### config.mk
export PLATFORM = sky130hd
export DESIGN_NAME = rtccal_top
export DESIGN_NICKNAME = d
export VERILOG_FILES = /design/src/design/rtccal_pkg.sv /design/src/design/rtccal_sync.sv /design/src/design/rtccal_match.sv /design/src/design/rtccal_top.sv
export SDC_FILE = /design/constraint.sdc
export NUM_CORES = 1
export LEC_CHECK = 0
export ABC_AREA = 0
export BUFFER_PORTS_ARGS = -buffer_cell sky130_fd_sc_hd__buf_2
export CORE_MARGIN = 4
export CORE_UTILIZATION = 35
export DETAILED_ROUTE_END_ITERATION = 10
export GPL_TIMING_DRIVEN = 0
export PLACE_DENSITY_LB_ADDON = 0.1
export SLEW_MARGIN = 30
export SYNTH_ARGS = -nofsm -noshare
export SYNTH_HDL_FRONTEND = slang
export SYNTH_SLANG_ARGS = --single-unit
### constraint.sdc
create_clock -name clk -period 3.3 [get_ports clk]
set_clock_uncertainty 0.2 [all_clocks]
set_input_delay 0.66 -clock clk [delete_from_list [all_inputs] [get_ports clk]]
set_output_delay 0.66 -clock clk [all_outputs]
set_load 0.05 [all_outputs]
### src/design/rtccal_pkg.sv
package rtccal_pkg;
    localparam int ADDR_W = 8;
    localparam logic [7:0] OFF_TIME_NOW = 8'h00;
    localparam logic [7:0] OFF_CAL_COMPARE = 8'h04;
    localparam logic [7:0] OFF_CAL_LOAD = 8'h08;
    localparam logic [7:0] OFF_YEAR_NOW = 8'h0C;
    localparam logic [7:0] OFF_YEAR_COMPARE = 8'h10;
    localparam logic [7:0] OFF_YEAR_LOAD = 8'h14;
    localparam logic [7:0] OFF_CONTROL = 8'h18;
    localparam logic [7:0] OFF_IRQ_MASK = 8'h1C;
    localparam logic [7:0] OFF_IRQ_STATUS = 8'h20;
    localparam int SEC_LSB = 0;
    localparam int MIN_LSB = 6;
    localparam int HOUR_LSB = 12;
    localparam int WDAY_LSB = 17;
    localparam int MDAY_LSB = 20;
    localparam int MON_LSB = 25;
    localparam int YEAR_W = 14;
    localparam int RUN_BIT = 26;
    localparam int IRQ_W = 2;
    localparam int IRQ_MATCH_BIT = 0;
    localparam int IRQ_TICK_BIT = 1;
    localparam int SYNC_STAGES = 2;
    localparam logic [28:0] CAL_LOAD_RESET = 29'h0000000;
    localparam logic [28:0] CAL_COMPARE_RESET = 29'h0000000;
    localparam logic [13:0] YEAR_NOW_RESET = 14'h2000;
    localparam logic [13:0] YEAR_COMPARE_RESET = 14'h2000;
    localparam logic [13:0] YEAR_LOAD_RESET = 14'h0000;
    localparam logic [5:0] SEC_RESET = 6'h00;
    localparam logic [5:0] MIN_RESET = 6'h00;
    localparam logic [4:0] HOUR_RESET = 5'h00;
    localparam logic [2:0] WDAY_RESET = 3'h1;
    localparam logic [4:0] MDAY_RESET = 5'h01;
    localparam logic [3:0] MON_RESET = 4'h1;
    localparam logic [5:0] SEC_MAX = 6'h3B;
    localparam logic [5:0] MIN_MAX = 6'h3B;
    localparam logic [4:0] HOUR_MAX = 5'h17;
    localparam logic [2:0] WDAY_MAX = 3'h7;
    localparam logic [3:0] MON_MAX = 4'hC;
    localparam logic [3:0] MON_FEB = 4'h2;
endpackage : rtccal_pkg

### src/design/rtccal_sync.sv
`timescale 1ns/1ps
`default_nettype none
module rtccal_sync #(
    parameter int STAGES = 2
) (
    input wire logic clk,
    input wire logic resetn,
    input wire logic async_in,
    output logic rise_pulse
);
    if (STAGES < 2)
    begin : g_chk
        $error("rtccal_sync needs at least two stages");
    end

    logic [STAGES-1:0] sync_q;
    logic last_q;

    // Only the last stage is read, so a metastable first stage never reaches logic.
    always_ff @(posedge clk or negedge resetn)
    begin
        if (!resetn)
        begin
            sync_q <= '0;
            last_q <= 1'b0;
        end
        else
        begin
            sync_q <= {sync_q[STAGES-2:0], async_in};
            last_q <= sync_q[STAGES-1];
        end
    end

    assign rise_pulse = sync_q[STAGES-1] & ~last_q;
endmodule : rtccal_sync
`default_nettype wire

### src/design/rtccal_match.sv
`timescale 1ns/1ps
`default_nettype none
module rtccal_match (
    input wire logic [28:0] compare,
    input wire logic [13:0] year_compare,
    input wire logic [5:0] sec,
    input wire logic [5:0] min,
    input wire logic [4:0] hour,
    input wire logic [2:0] wday,
    input wire logic [4:0] mday,
    input wire logic [3:0] mon,
    input wire logic [13:0] year,
    output logic hit
);
    logic [5:0] c_sec;
    logic [5:0] c_min;
    logic [4:0] c_hour;
    logic [2:0] c_wday;
    logic [4:0] c_mday;
    logic [3:0] c_mon;
    logic ok_time;
    logic ok_wday;
    logic ok_mday;
    logic ok_mon;

    assign c_sec = compare[rtccal_pkg::SEC_LSB +: 6];
    assign c_min = compare[rtccal_pkg::MIN_LSB +: 6];
    assign c_hour = compare[rtccal_pkg::HOUR_LSB +: 5];
    assign c_wday = compare[rtccal_pkg::WDAY_LSB +: 3];
    assign c_mday = compare[rtccal_pkg::MDAY_LSB +: 5];
    assign c_mon = compare[rtccal_pkg::MON_LSB +: 4];

    // Out-of-range time values can never equal a legal count, so they match only a count loaded with the same out-of-range value.
    assign ok_time = (c_sec == sec) && (c_min == min) && (c_hour == hour);
    assign ok_wday = (c_wday == 3'h0) || (c_wday == wday);
    assign ok_mday = (c_mday == 5'h00) || (c_mday == mday);
    // Zero ignores the month, 1 to 12 must equal it, 13 to 15 never match.
    assign ok_mon = (c_mon == 4'h0) || ((c_mon <= rtccal_pkg::MON_MAX) && (c_mon == mon));
    assign hit = ok_time && ok_wday && ok_mday && ok_mon && (year_compare == year);
endmodule : rtccal_match
`default_nettype wire

### src/design/rtccal_top.sv
`timescale 1ns/1ps
`default_nettype none
module rtccal_top (
    input wire logic clk,
    input wire logic resetn,
    input wire logic tick_1hz,
    input wire logic psel,
    input wire logic penable,
    input wire logic pwrite,
    input wire logic [rtccal_pkg::ADDR_W-1:0] paddr,
    input wire logic [31:0] pwdata,
    output logic [31:0] prdata,
    output logic pready,
    output logic pslverr,
    output logic calendar_match,
    output logic irq
);
    if (rtccal_pkg::ADDR_W < 6)
    begin : g_chk
        $error("rtccal_top needs an address of at least six bits");
    end

    if (rtccal_pkg::YEAR_W != 14)
    begin : g_year_chk
        $error("rtccal_top holds the year in exactly fourteen bits");
    end

    logic [28:0] cal_compare_q;
    logic [28:0] cal_load_q;
    logic [13:0] year_compare_q;
    logic [13:0] year_load_q;
    logic run_q;
    logic [rtccal_pkg::IRQ_W-1:0] irq_mask_q;
    logic [rtccal_pkg::IRQ_W-1:0] irq_status_q;
    logic [5:0] sec_q;
    logic [5:0] min_q;
    logic [4:0] hour_q;
    logic [2:0] wday_q;
    logic [4:0] mday_q;
    logic [3:0] mon_q;
    logic [13:0] year_q;
    logic pready_q;
    logic [31:0] prdata_q;
    logic pslverr_q;
    logic match_q;
    logic irq_q;
    logic tick_pulse;
    logic step;
    logic start;
    logic hit;
    logic wr;
    logic [31:0] rd_d;
    logic err_d;
    logic ack;
    logic clr_status;

    function automatic logic [13:0] bcd_inc(input logic [13:0] y);
        logic [13:0] r;
        r = y;
        if (y[3:0] != 4'h9)
        begin
            r[3:0] = y[3:0] + 4'h1;
        end
        else
        begin
            r[3:0] = 4'h0;
            if (y[7:4] != 4'h9)
            begin
                r[7:4] = y[7:4] + 4'h1;
            end
            else
            begin
                r[7:4] = 4'h0;
                if (y[11:8] != 4'h9)
                begin
                    r[11:8] = y[11:8] + 4'h1;
                end
                else
                begin
                    r[11:8] = 4'h0;
                    r[13:12] = y[13:12] + 2'h1;
                end
            end
        end
        return r;
    endfunction : bcd_inc

    // Leap test uses the last two BCD digits only; century years are treated as leap.
    function automatic logic [4:0] month_len(input logic [3:0] m, input logic [13:0] y);
        logic leap;
        leap = y[4] ? ((y[3:0] == 4'h2) || (y[3:0] == 4'h6))
                    : ((y[3:0] == 4'h0) || (y[3:0] == 4'h4) || (y[3:0] == 4'h8));
        case (m)
            rtccal_pkg::MON_FEB: month_len = leap ? 5'h1D : 5'h1C;
            4'h4, 4'h6, 4'h9, 4'hB: month_len = 5'h1E;
            default: month_len = 5'h1F;
        endcase
        return month_len;
    endfunction : month_len

    // The running count is set only through the load words, so a direct write is refused, not dropped silently.
    function automatic logic ro_addr(input logic [rtccal_pkg::ADDR_W-1:0] a);
        return (a == rtccal_pkg::OFF_YEAR_NOW) || (a == rtccal_pkg::OFF_TIME_NOW);
    endfunction : ro_addr

    rtccal_sync #(
        .STAGES(rtccal_pkg::SYNC_STAGES)
    ) u_tick (
        .clk(clk),
        .resetn(resetn),
        .async_in(tick_1hz),
        .rise_pulse(tick_pulse)
    );

    rtccal_match u_match (
        .compare(cal_compare_q),
        .year_compare(year_compare_q),
        .sec(sec_q),
        .min(min_q),
        .hour(hour_q),
        .wday(wday_q),
        .mday(mday_q),
        .mon(mon_q),
        .year(year_q),
        .hit(hit)
    );

    assign wr = psel && penable && pready_q && pwrite;
    assign start = wr && (paddr == rtccal_pkg::OFF_CONTROL) && !run_q && pwdata[rtccal_pkg::RUN_BIT];
    assign step = run_q && tick_pulse;
    assign ack = psel && penable && !pready_q;
    assign clr_status = wr && (paddr == rtccal_pkg::OFF_IRQ_STATUS);

    always_ff @(posedge clk or negedge resetn)
    begin
        if (!resetn)
        begin
            cal_compare_q <= rtccal_pkg::CAL_COMPARE_RESET;
            cal_load_q <= rtccal_pkg::CAL_LOAD_RESET;
            year_compare_q <= rtccal_pkg::YEAR_COMPARE_RESET;
            year_load_q <= rtccal_pkg::YEAR_LOAD_RESET;
            irq_mask_q <= '0;
        end
        else if (wr)
        begin
            case (paddr)
                rtccal_pkg::OFF_CAL_COMPARE: cal_compare_q <= pwdata[28:0];
                // Load fields are stored as written; range checks are left to software.
                rtccal_pkg::OFF_CAL_LOAD: cal_load_q <= pwdata[28:0];
                rtccal_pkg::OFF_YEAR_COMPARE: year_compare_q <= pwdata[13:0];
                rtccal_pkg::OFF_YEAR_LOAD: year_load_q <= pwdata[13:0];
                rtccal_pkg::OFF_IRQ_MASK: irq_mask_q <= pwdata[rtccal_pkg::IRQ_W-1:0];
                default: irq_mask_q <= irq_mask_q;
            endcase
        end
    end

    // The enable is sticky: only a reset clears it, so a stray write cannot stop the clock.
    always_ff @(posedge clk or negedge resetn)
    begin
        if (!resetn)
        begin
            run_q <= 1'b0;
        end
        else if (start)
        begin
            run_q <= 1'b1;
        end
    end

    always_ff @(posedge clk or negedge resetn)
    begin
        if (!resetn)
        begin
            sec_q <= rtccal_pkg::SEC_RESET;
            min_q <= rtccal_pkg::MIN_RESET;
            hour_q <= rtccal_pkg::HOUR_RESET;
            wday_q <= rtccal_pkg::WDAY_RESET;
            mday_q <= rtccal_pkg::MDAY_RESET;
            mon_q <= rtccal_pkg::MON_RESET;
            year_q <= rtccal_pkg::YEAR_NOW_RESET;
        end
        else if (start)
        begin
            sec_q <= cal_load_q[rtccal_pkg::SEC_LSB +: 6];
            min_q <= cal_load_q[rtccal_pkg::MIN_LSB +: 6];
            hour_q <= cal_load_q[rtccal_pkg::HOUR_LSB +: 5];
            wday_q <= cal_load_q[rtccal_pkg::WDAY_LSB +: 3];
            mday_q <= cal_load_q[rtccal_pkg::MDAY_LSB +: 5];
            mon_q <= cal_load_q[rtccal_pkg::MON_LSB +: 4];
            year_q <= year_load_q;
        end
        else if (step)
        begin
            sec_q <= (sec_q >= rtccal_pkg::SEC_MAX) ? 6'h00 : sec_q + 6'h01;
            if (sec_q >= rtccal_pkg::SEC_MAX)
            begin
                min_q <= (min_q >= rtccal_pkg::MIN_MAX) ? 6'h00 : min_q + 6'h01;
                if (min_q >= rtccal_pkg::MIN_MAX)
                begin
                    hour_q <= (hour_q >= rtccal_pkg::HOUR_MAX) ? 5'h00 : hour_q + 5'h01;
                    if (hour_q >= rtccal_pkg::HOUR_MAX)
                    begin
                        wday_q <= (wday_q >= rtccal_pkg::WDAY_MAX) ? 3'h1 : wday_q + 3'h1;
                        if (mday_q >= month_len(mon_q, year_q))
                        begin
                            mday_q <= 5'h01;
                            mon_q <= (mon_q >= rtccal_pkg::MON_MAX) ? 4'h1 : mon_q + 4'h1;
                            if (mon_q >= rtccal_pkg::MON_MAX)
                            begin
                                year_q <= bcd_inc(year_q);
                            end
                        end
                        else
                        begin
                            mday_q <= mday_q + 5'h01;
                        end
                    end
                end
            end
        end
    end

    // The match is registered so that a new hit raises the event flag exactly once.
    always_ff @(posedge clk or negedge resetn)
    begin
        if (!resetn)
        begin
            match_q <= 1'b0;
        end
        else
        begin
            match_q <= hit && run_q;
        end
    end

    // A hardware event in the cycle of a write-one-to-clear keeps its bit set.
    always_ff @(posedge clk or negedge resetn)
    begin
        if (!resetn)
        begin
            irq_status_q <= '0;
        end
        else
        begin
            for (int i = 0; i < rtccal_pkg::IRQ_W; i++)
            begin
                if ((i == rtccal_pkg::IRQ_MATCH_BIT) && hit && run_q && !match_q)
                begin
                    irq_status_q[i] <= 1'b1;
                end
                else if ((i == rtccal_pkg::IRQ_TICK_BIT) && step)
                begin
                    irq_status_q[i] <= 1'b1;
                end
                else if (clr_status && pwdata[i])
                begin
                    irq_status_q[i] <= 1'b0;
                end
            end
        end
    end

    always_ff @(posedge clk or negedge resetn)
    begin
        if (!resetn)
        begin
            irq_q <= 1'b0;
        end
        else
        begin
            irq_q <= |(irq_status_q & irq_mask_q);
        end
    end

    always_comb
    begin
        rd_d = 32'h00000000;
        err_d = 1'b0;
        case (paddr)
            rtccal_pkg::OFF_TIME_NOW: rd_d = {3'h0, mon_q, mday_q, wday_q, hour_q, min_q, sec_q};
            rtccal_pkg::OFF_CAL_COMPARE: rd_d = {3'h0, cal_compare_q};
            rtccal_pkg::OFF_CAL_LOAD: rd_d = {3'h0, cal_load_q};
            rtccal_pkg::OFF_YEAR_NOW: rd_d = {18'h00000, year_q};
            rtccal_pkg::OFF_YEAR_COMPARE: rd_d = {18'h00000, year_compare_q};
            rtccal_pkg::OFF_YEAR_LOAD: rd_d = {18'h00000, year_load_q};
            rtccal_pkg::OFF_CONTROL: rd_d[rtccal_pkg::RUN_BIT] = run_q;
            rtccal_pkg::OFF_IRQ_MASK: rd_d[rtccal_pkg::IRQ_W-1:0] = irq_mask_q;
            rtccal_pkg::OFF_IRQ_STATUS: rd_d[rtccal_pkg::IRQ_W-1:0] = irq_status_q;
            default: err_d = 1'b1;
        endcase
    end

    // One wait state keeps read data and the error answer straight from flip-flops.
    always_ff @(posedge clk or negedge resetn)
    begin
        if (!resetn)
        begin
            pready_q <= 1'b0;
            prdata_q <= 32'h00000000;
            pslverr_q <= 1'b0;
        end
        else
        begin
            pready_q <= ack;
            if (ack)
            begin
                prdata_q <= pwrite ? 32'h00000000 : rd_d;
                // Writes to the read-only time and year counts are refused as well as unmapped addresses.
                pslverr_q <= err_d || (pwrite && ro_addr(paddr));
            end
            else
            begin
                prdata_q <= 32'h00000000;
                pslverr_q <= 1'b0;
            end
        end
    end

    assign prdata = prdata_q;
    assign pready = pready_q;
    assign pslverr = pslverr_q;
    assign calendar_match = match_q;
    assign irq = irq_q;
endmodule : rtccal_top
`default_nettype wire

==> flow_metrics.py <==
metrics = {
    "clocking": {
        "cts_sinks": 170,
        "path_clk_slew_ps": 70,
        "clkLatencyLatePin_ps": 430,
        "cts-root-buf": "clkbuf_16",
        "cts_tree": "yes",
        "cts_buffers": 17,
        "clk_path_buf_depth": 2,
        "cts-htree-levels": 4,
    },
    "worst_setup_path": {
        "timing.critical_path.slowest_cell_delay_ps": 710,
        "arrival_ps": 3330,
        "slowest_stage": "clkbuf_1",
        "worst-path-buf-inv": 3,
        "required_ps": 3420,
        "worstReg2RegEnd": "calendar_match",
        "rr_startpoint": "year_q[0]",
        "cp_cell_sequence": "clkbuf_1, nor4_1, and2_0, clkbuf_1, clkbuf_1, a222oi_1, a21oi_1",
        "criticalPathCategory": "primary input to flop",
        "cp_top_family": "buffers and inverters",
        "path_common_cell": "clkbuf_1",
        "cp_max_fo": 10,
        "critPathLaunchType": "primary input",
        "end_kind": "flop",
        "rrSetupSlack_ps": 140,
        "rr_worst_depth": 6,
    },
    "timing": {
        "setup_slack_ps": 86.8,
        "post-route-period-util_pct": 97.4,
        "layout_min_cycle_time_ps": 3210,
        "finalMaxSlewViolations": 0,
        "hold_viol_final": 0,
        "tightest_slew_ps": 996,
        "totalNegativeSetupSlack_ps": 0,
        "finalSetupViolCount": 0,
        "fmax_ghz": 0.311,
        "rsz0062_at_grt": "no",
        "max_slew_margin_pct": 33.6,
    },
    "synth": {
        "synth_area_mm2": 0.00886,
        "syn_avg_cell_area_um2": 10.4,
        "seq_area_frac_synth_pct": 48.1,
        "yosys_warnings": 0,
        "async_flop_share_pct": 100,
        "ys.flop_type": "dfrtp_1",
        "ys_types": 73,
        "syn_inst": 853,
        "synth_edf_count": 0,
        "synth_seq_cells": 170,
    },
    "global_routing": {
        "antenna_found_initial": 0,
        "grtUsageTotal_pct": 21.9,
        "overflow": 0,
        "grt_pass1_vias": 7380,
        "grt_max_degree": 82,
        "grt_pass1_wl_um": 46600,
    },
    "placed_design": {
        "hpwl_um": 22100,
        "dp_slack_ps": -316,
        "placedCellCount": 1254,
        "place_congestion": 0.911,
        "portBuffers": 73,
    },
    "finish": {
        "synthToLayoutAreaGrowth_pct": 16.6,
        "diodes": 0,
        "finalNetCount": 1007,
        "fill_cells": 2414,
        "drive_gt1_share_pct": 24.0,
        "fin_util_pct": 42.0,
        "stdcell_count": 1286,
    },
    "floorplanning": {
        "coreArea_mm2": 0.0246,
        "dieHeight_um": 167,
        "dieArea_mm2": 0.0279,
        "io_pins": 82,
        "initial_utilization_pct": 36.0,
        "rows": 57,
        "die_w_um": 167,
    },
    "job": {
        "max-cap-violations": 0,
    },
    "worst_hold_path": {
        "min-delay-start": "tick_1hz",
        "hold_end": "u_tick.sync_q[0]",
        "hold_path.class": "primary input to flop",
        "min_path_cells": 1,
    },
    "run_status": {
        "outcome": "finished, final reports clean",
    },
    "power_and_ir_drop": {
        "power.total_uw": 4810,
        "p_leak_uw": 0.00464,
        "irDropWorstVdd_mv": 0.260,
        "power-per-cell-area_mw_per_mm2": 466,
    },
    "drt": {
        "dr_total_vias": 7422,
        "drt_first_pass_iters": 6,
        "avgRoutedWirePerCell_um": 23.6,
        "drtIter0Drc": 730,
        "drc": 0,
        "wl_um": 30400,
        "vias_per_cell": 5.77,
        "final_antenna_net_count": 0,
    },
}
through the flow:
| step | hold WS (ps) | cell area [um^2] |
|---|---|---|
| 2_1_floorplan | 131 | 8870 |
| 3_3_place_gp | 134 | 9640 |
| 3_5_place_dp | 137 | 9720 |
| 4_1_cts | 116 | 10300 |
| 5_1_grt | 124 | 10300 |
| 6_report | 128 | 10300 |
what timing repair did:
action,CTS,global route
gates resized for setup,0,8
hold endpoints to repair,39,0
hold buffers,1,0
cloned,0,0
setup buffers,0,1
setup endpoints to repair,3,8
synth_stat cells, types with 14 or more instances:
cell	n	area share (%)
dfrtp_1	165	47
mux2_2	80	10
nor2_1	65	2.8
nand2_1	56	2.4
clkbuf_1	44	1.9
o21ai_0	41	2.3
a21oi_1	35	2.0
a31oi_1	32	2.3
a222oi_1	27	3.0
nand3_1	23	1.3
inv_1	18	0.76
xnor2_1	18	1.8
nor4_1	17	1.2
xor2_1	17	1.7
buf_2	14	0.79
o31ai_1	14	1.2
cell families (layout without fill, tap and decap cells):
kind of cell,after synthesis,count (layout),synth area share (%)
xor+xnor,35,35,3.46
other cells,1,3,0.0423
mux,90,90,11.4
flops,170,170,48.1
buf+inv,84,191,4.02
fa+ha+maj,12,12,1.69
compound gates,205,205,16.1
simple gates,256,256,15.3
worst max path at each step:
stage | depth (start not counted) | end | from
floorplan | 11 | year_q[10] | mon_q[0]
global placement | 1 | prdata[10] | resetn
detailed placement | 7 | prdata[5] | paddr[5]
CTS | 11 | year_q[10] | mon_q[0]
global route | 10 | year_q[10] | mon_q[2]
finish | 7 | prdata[5] | paddr[5]
per-layer routing:
layer / part of all wire (%) / global-route usage, % / vias to the layer above
li1: - / - / 3398
met1: 46 / 31.5 / 3706
met2: 45 / 33.4 / 264
met3: 6.1 / 3.37 / 54
met4: 3.4 / 8.40 / 0
met5: 0 / 0 / -
cell type report:
| type | instances | area, um^2 | share of cell area, % |
|---|---|---|---|
| plain buffers | 64 | 282 | 2.72 |
| clock buffers | 21 | 470 | 4.55 |
| clock inverters | 11 | 108 | 1.04 |
| inverters | 18 | 67.6 | 0.654 |
| multi-input cells | 601 | 4290 | 41.5 |
| repair buffers | 77 | 448 | 4.33 |
| well taps | 324 | 405 | 3.92 |
| flip-flops and latches | 170 | 4260 | 41.3 |
report_power, final:
group	leakage, uW	internal [uW]	switching [uW]
clock	0.000281	1110	883
combinational	0.00214	211	327
sequential	0.00222	2160	119
total	0.00464	3480	1330
registers in the layout (all words and copies together) (netlist names), 3 cells and up:
signal          count
sec_q               6
year_load_q        14
wday_q              3
min_q               6
cal_compare_q      29
year_q             14
mon_q               4
cal_load_q         29
mday_q              5
hour_q              5
year_compare_q     14
prdata             29
cells in the final DEF, fill, tap and decap left out, types with 14 or more instances in the layout:
cell type | synthesis | layout
a21oi_1 | 35 | 35
a222oi_1 | 27 | 27
a31oi_1 | 32 | 32
buf_2 | 14 | 86
clkbuf_1 | 44 | 43
clkbuf_16 | 0 | 17
dfrtp_1 | 165 | 162
inv_1 | 18 | 18
mux2_2 | 80 | 80
nand2_1 | 56 | 56
nand3_1 | 23 | 23
nor2_1 | 65 | 64
nor4_1 | 17 | 16
o21ai_0 | 41 | 40
o31ai_1 | 14 | 14
xnor2_1 | 18 | 18
xor2_1 | 17 | 17
Note: power is estimated with default switching activity, not from simulation.
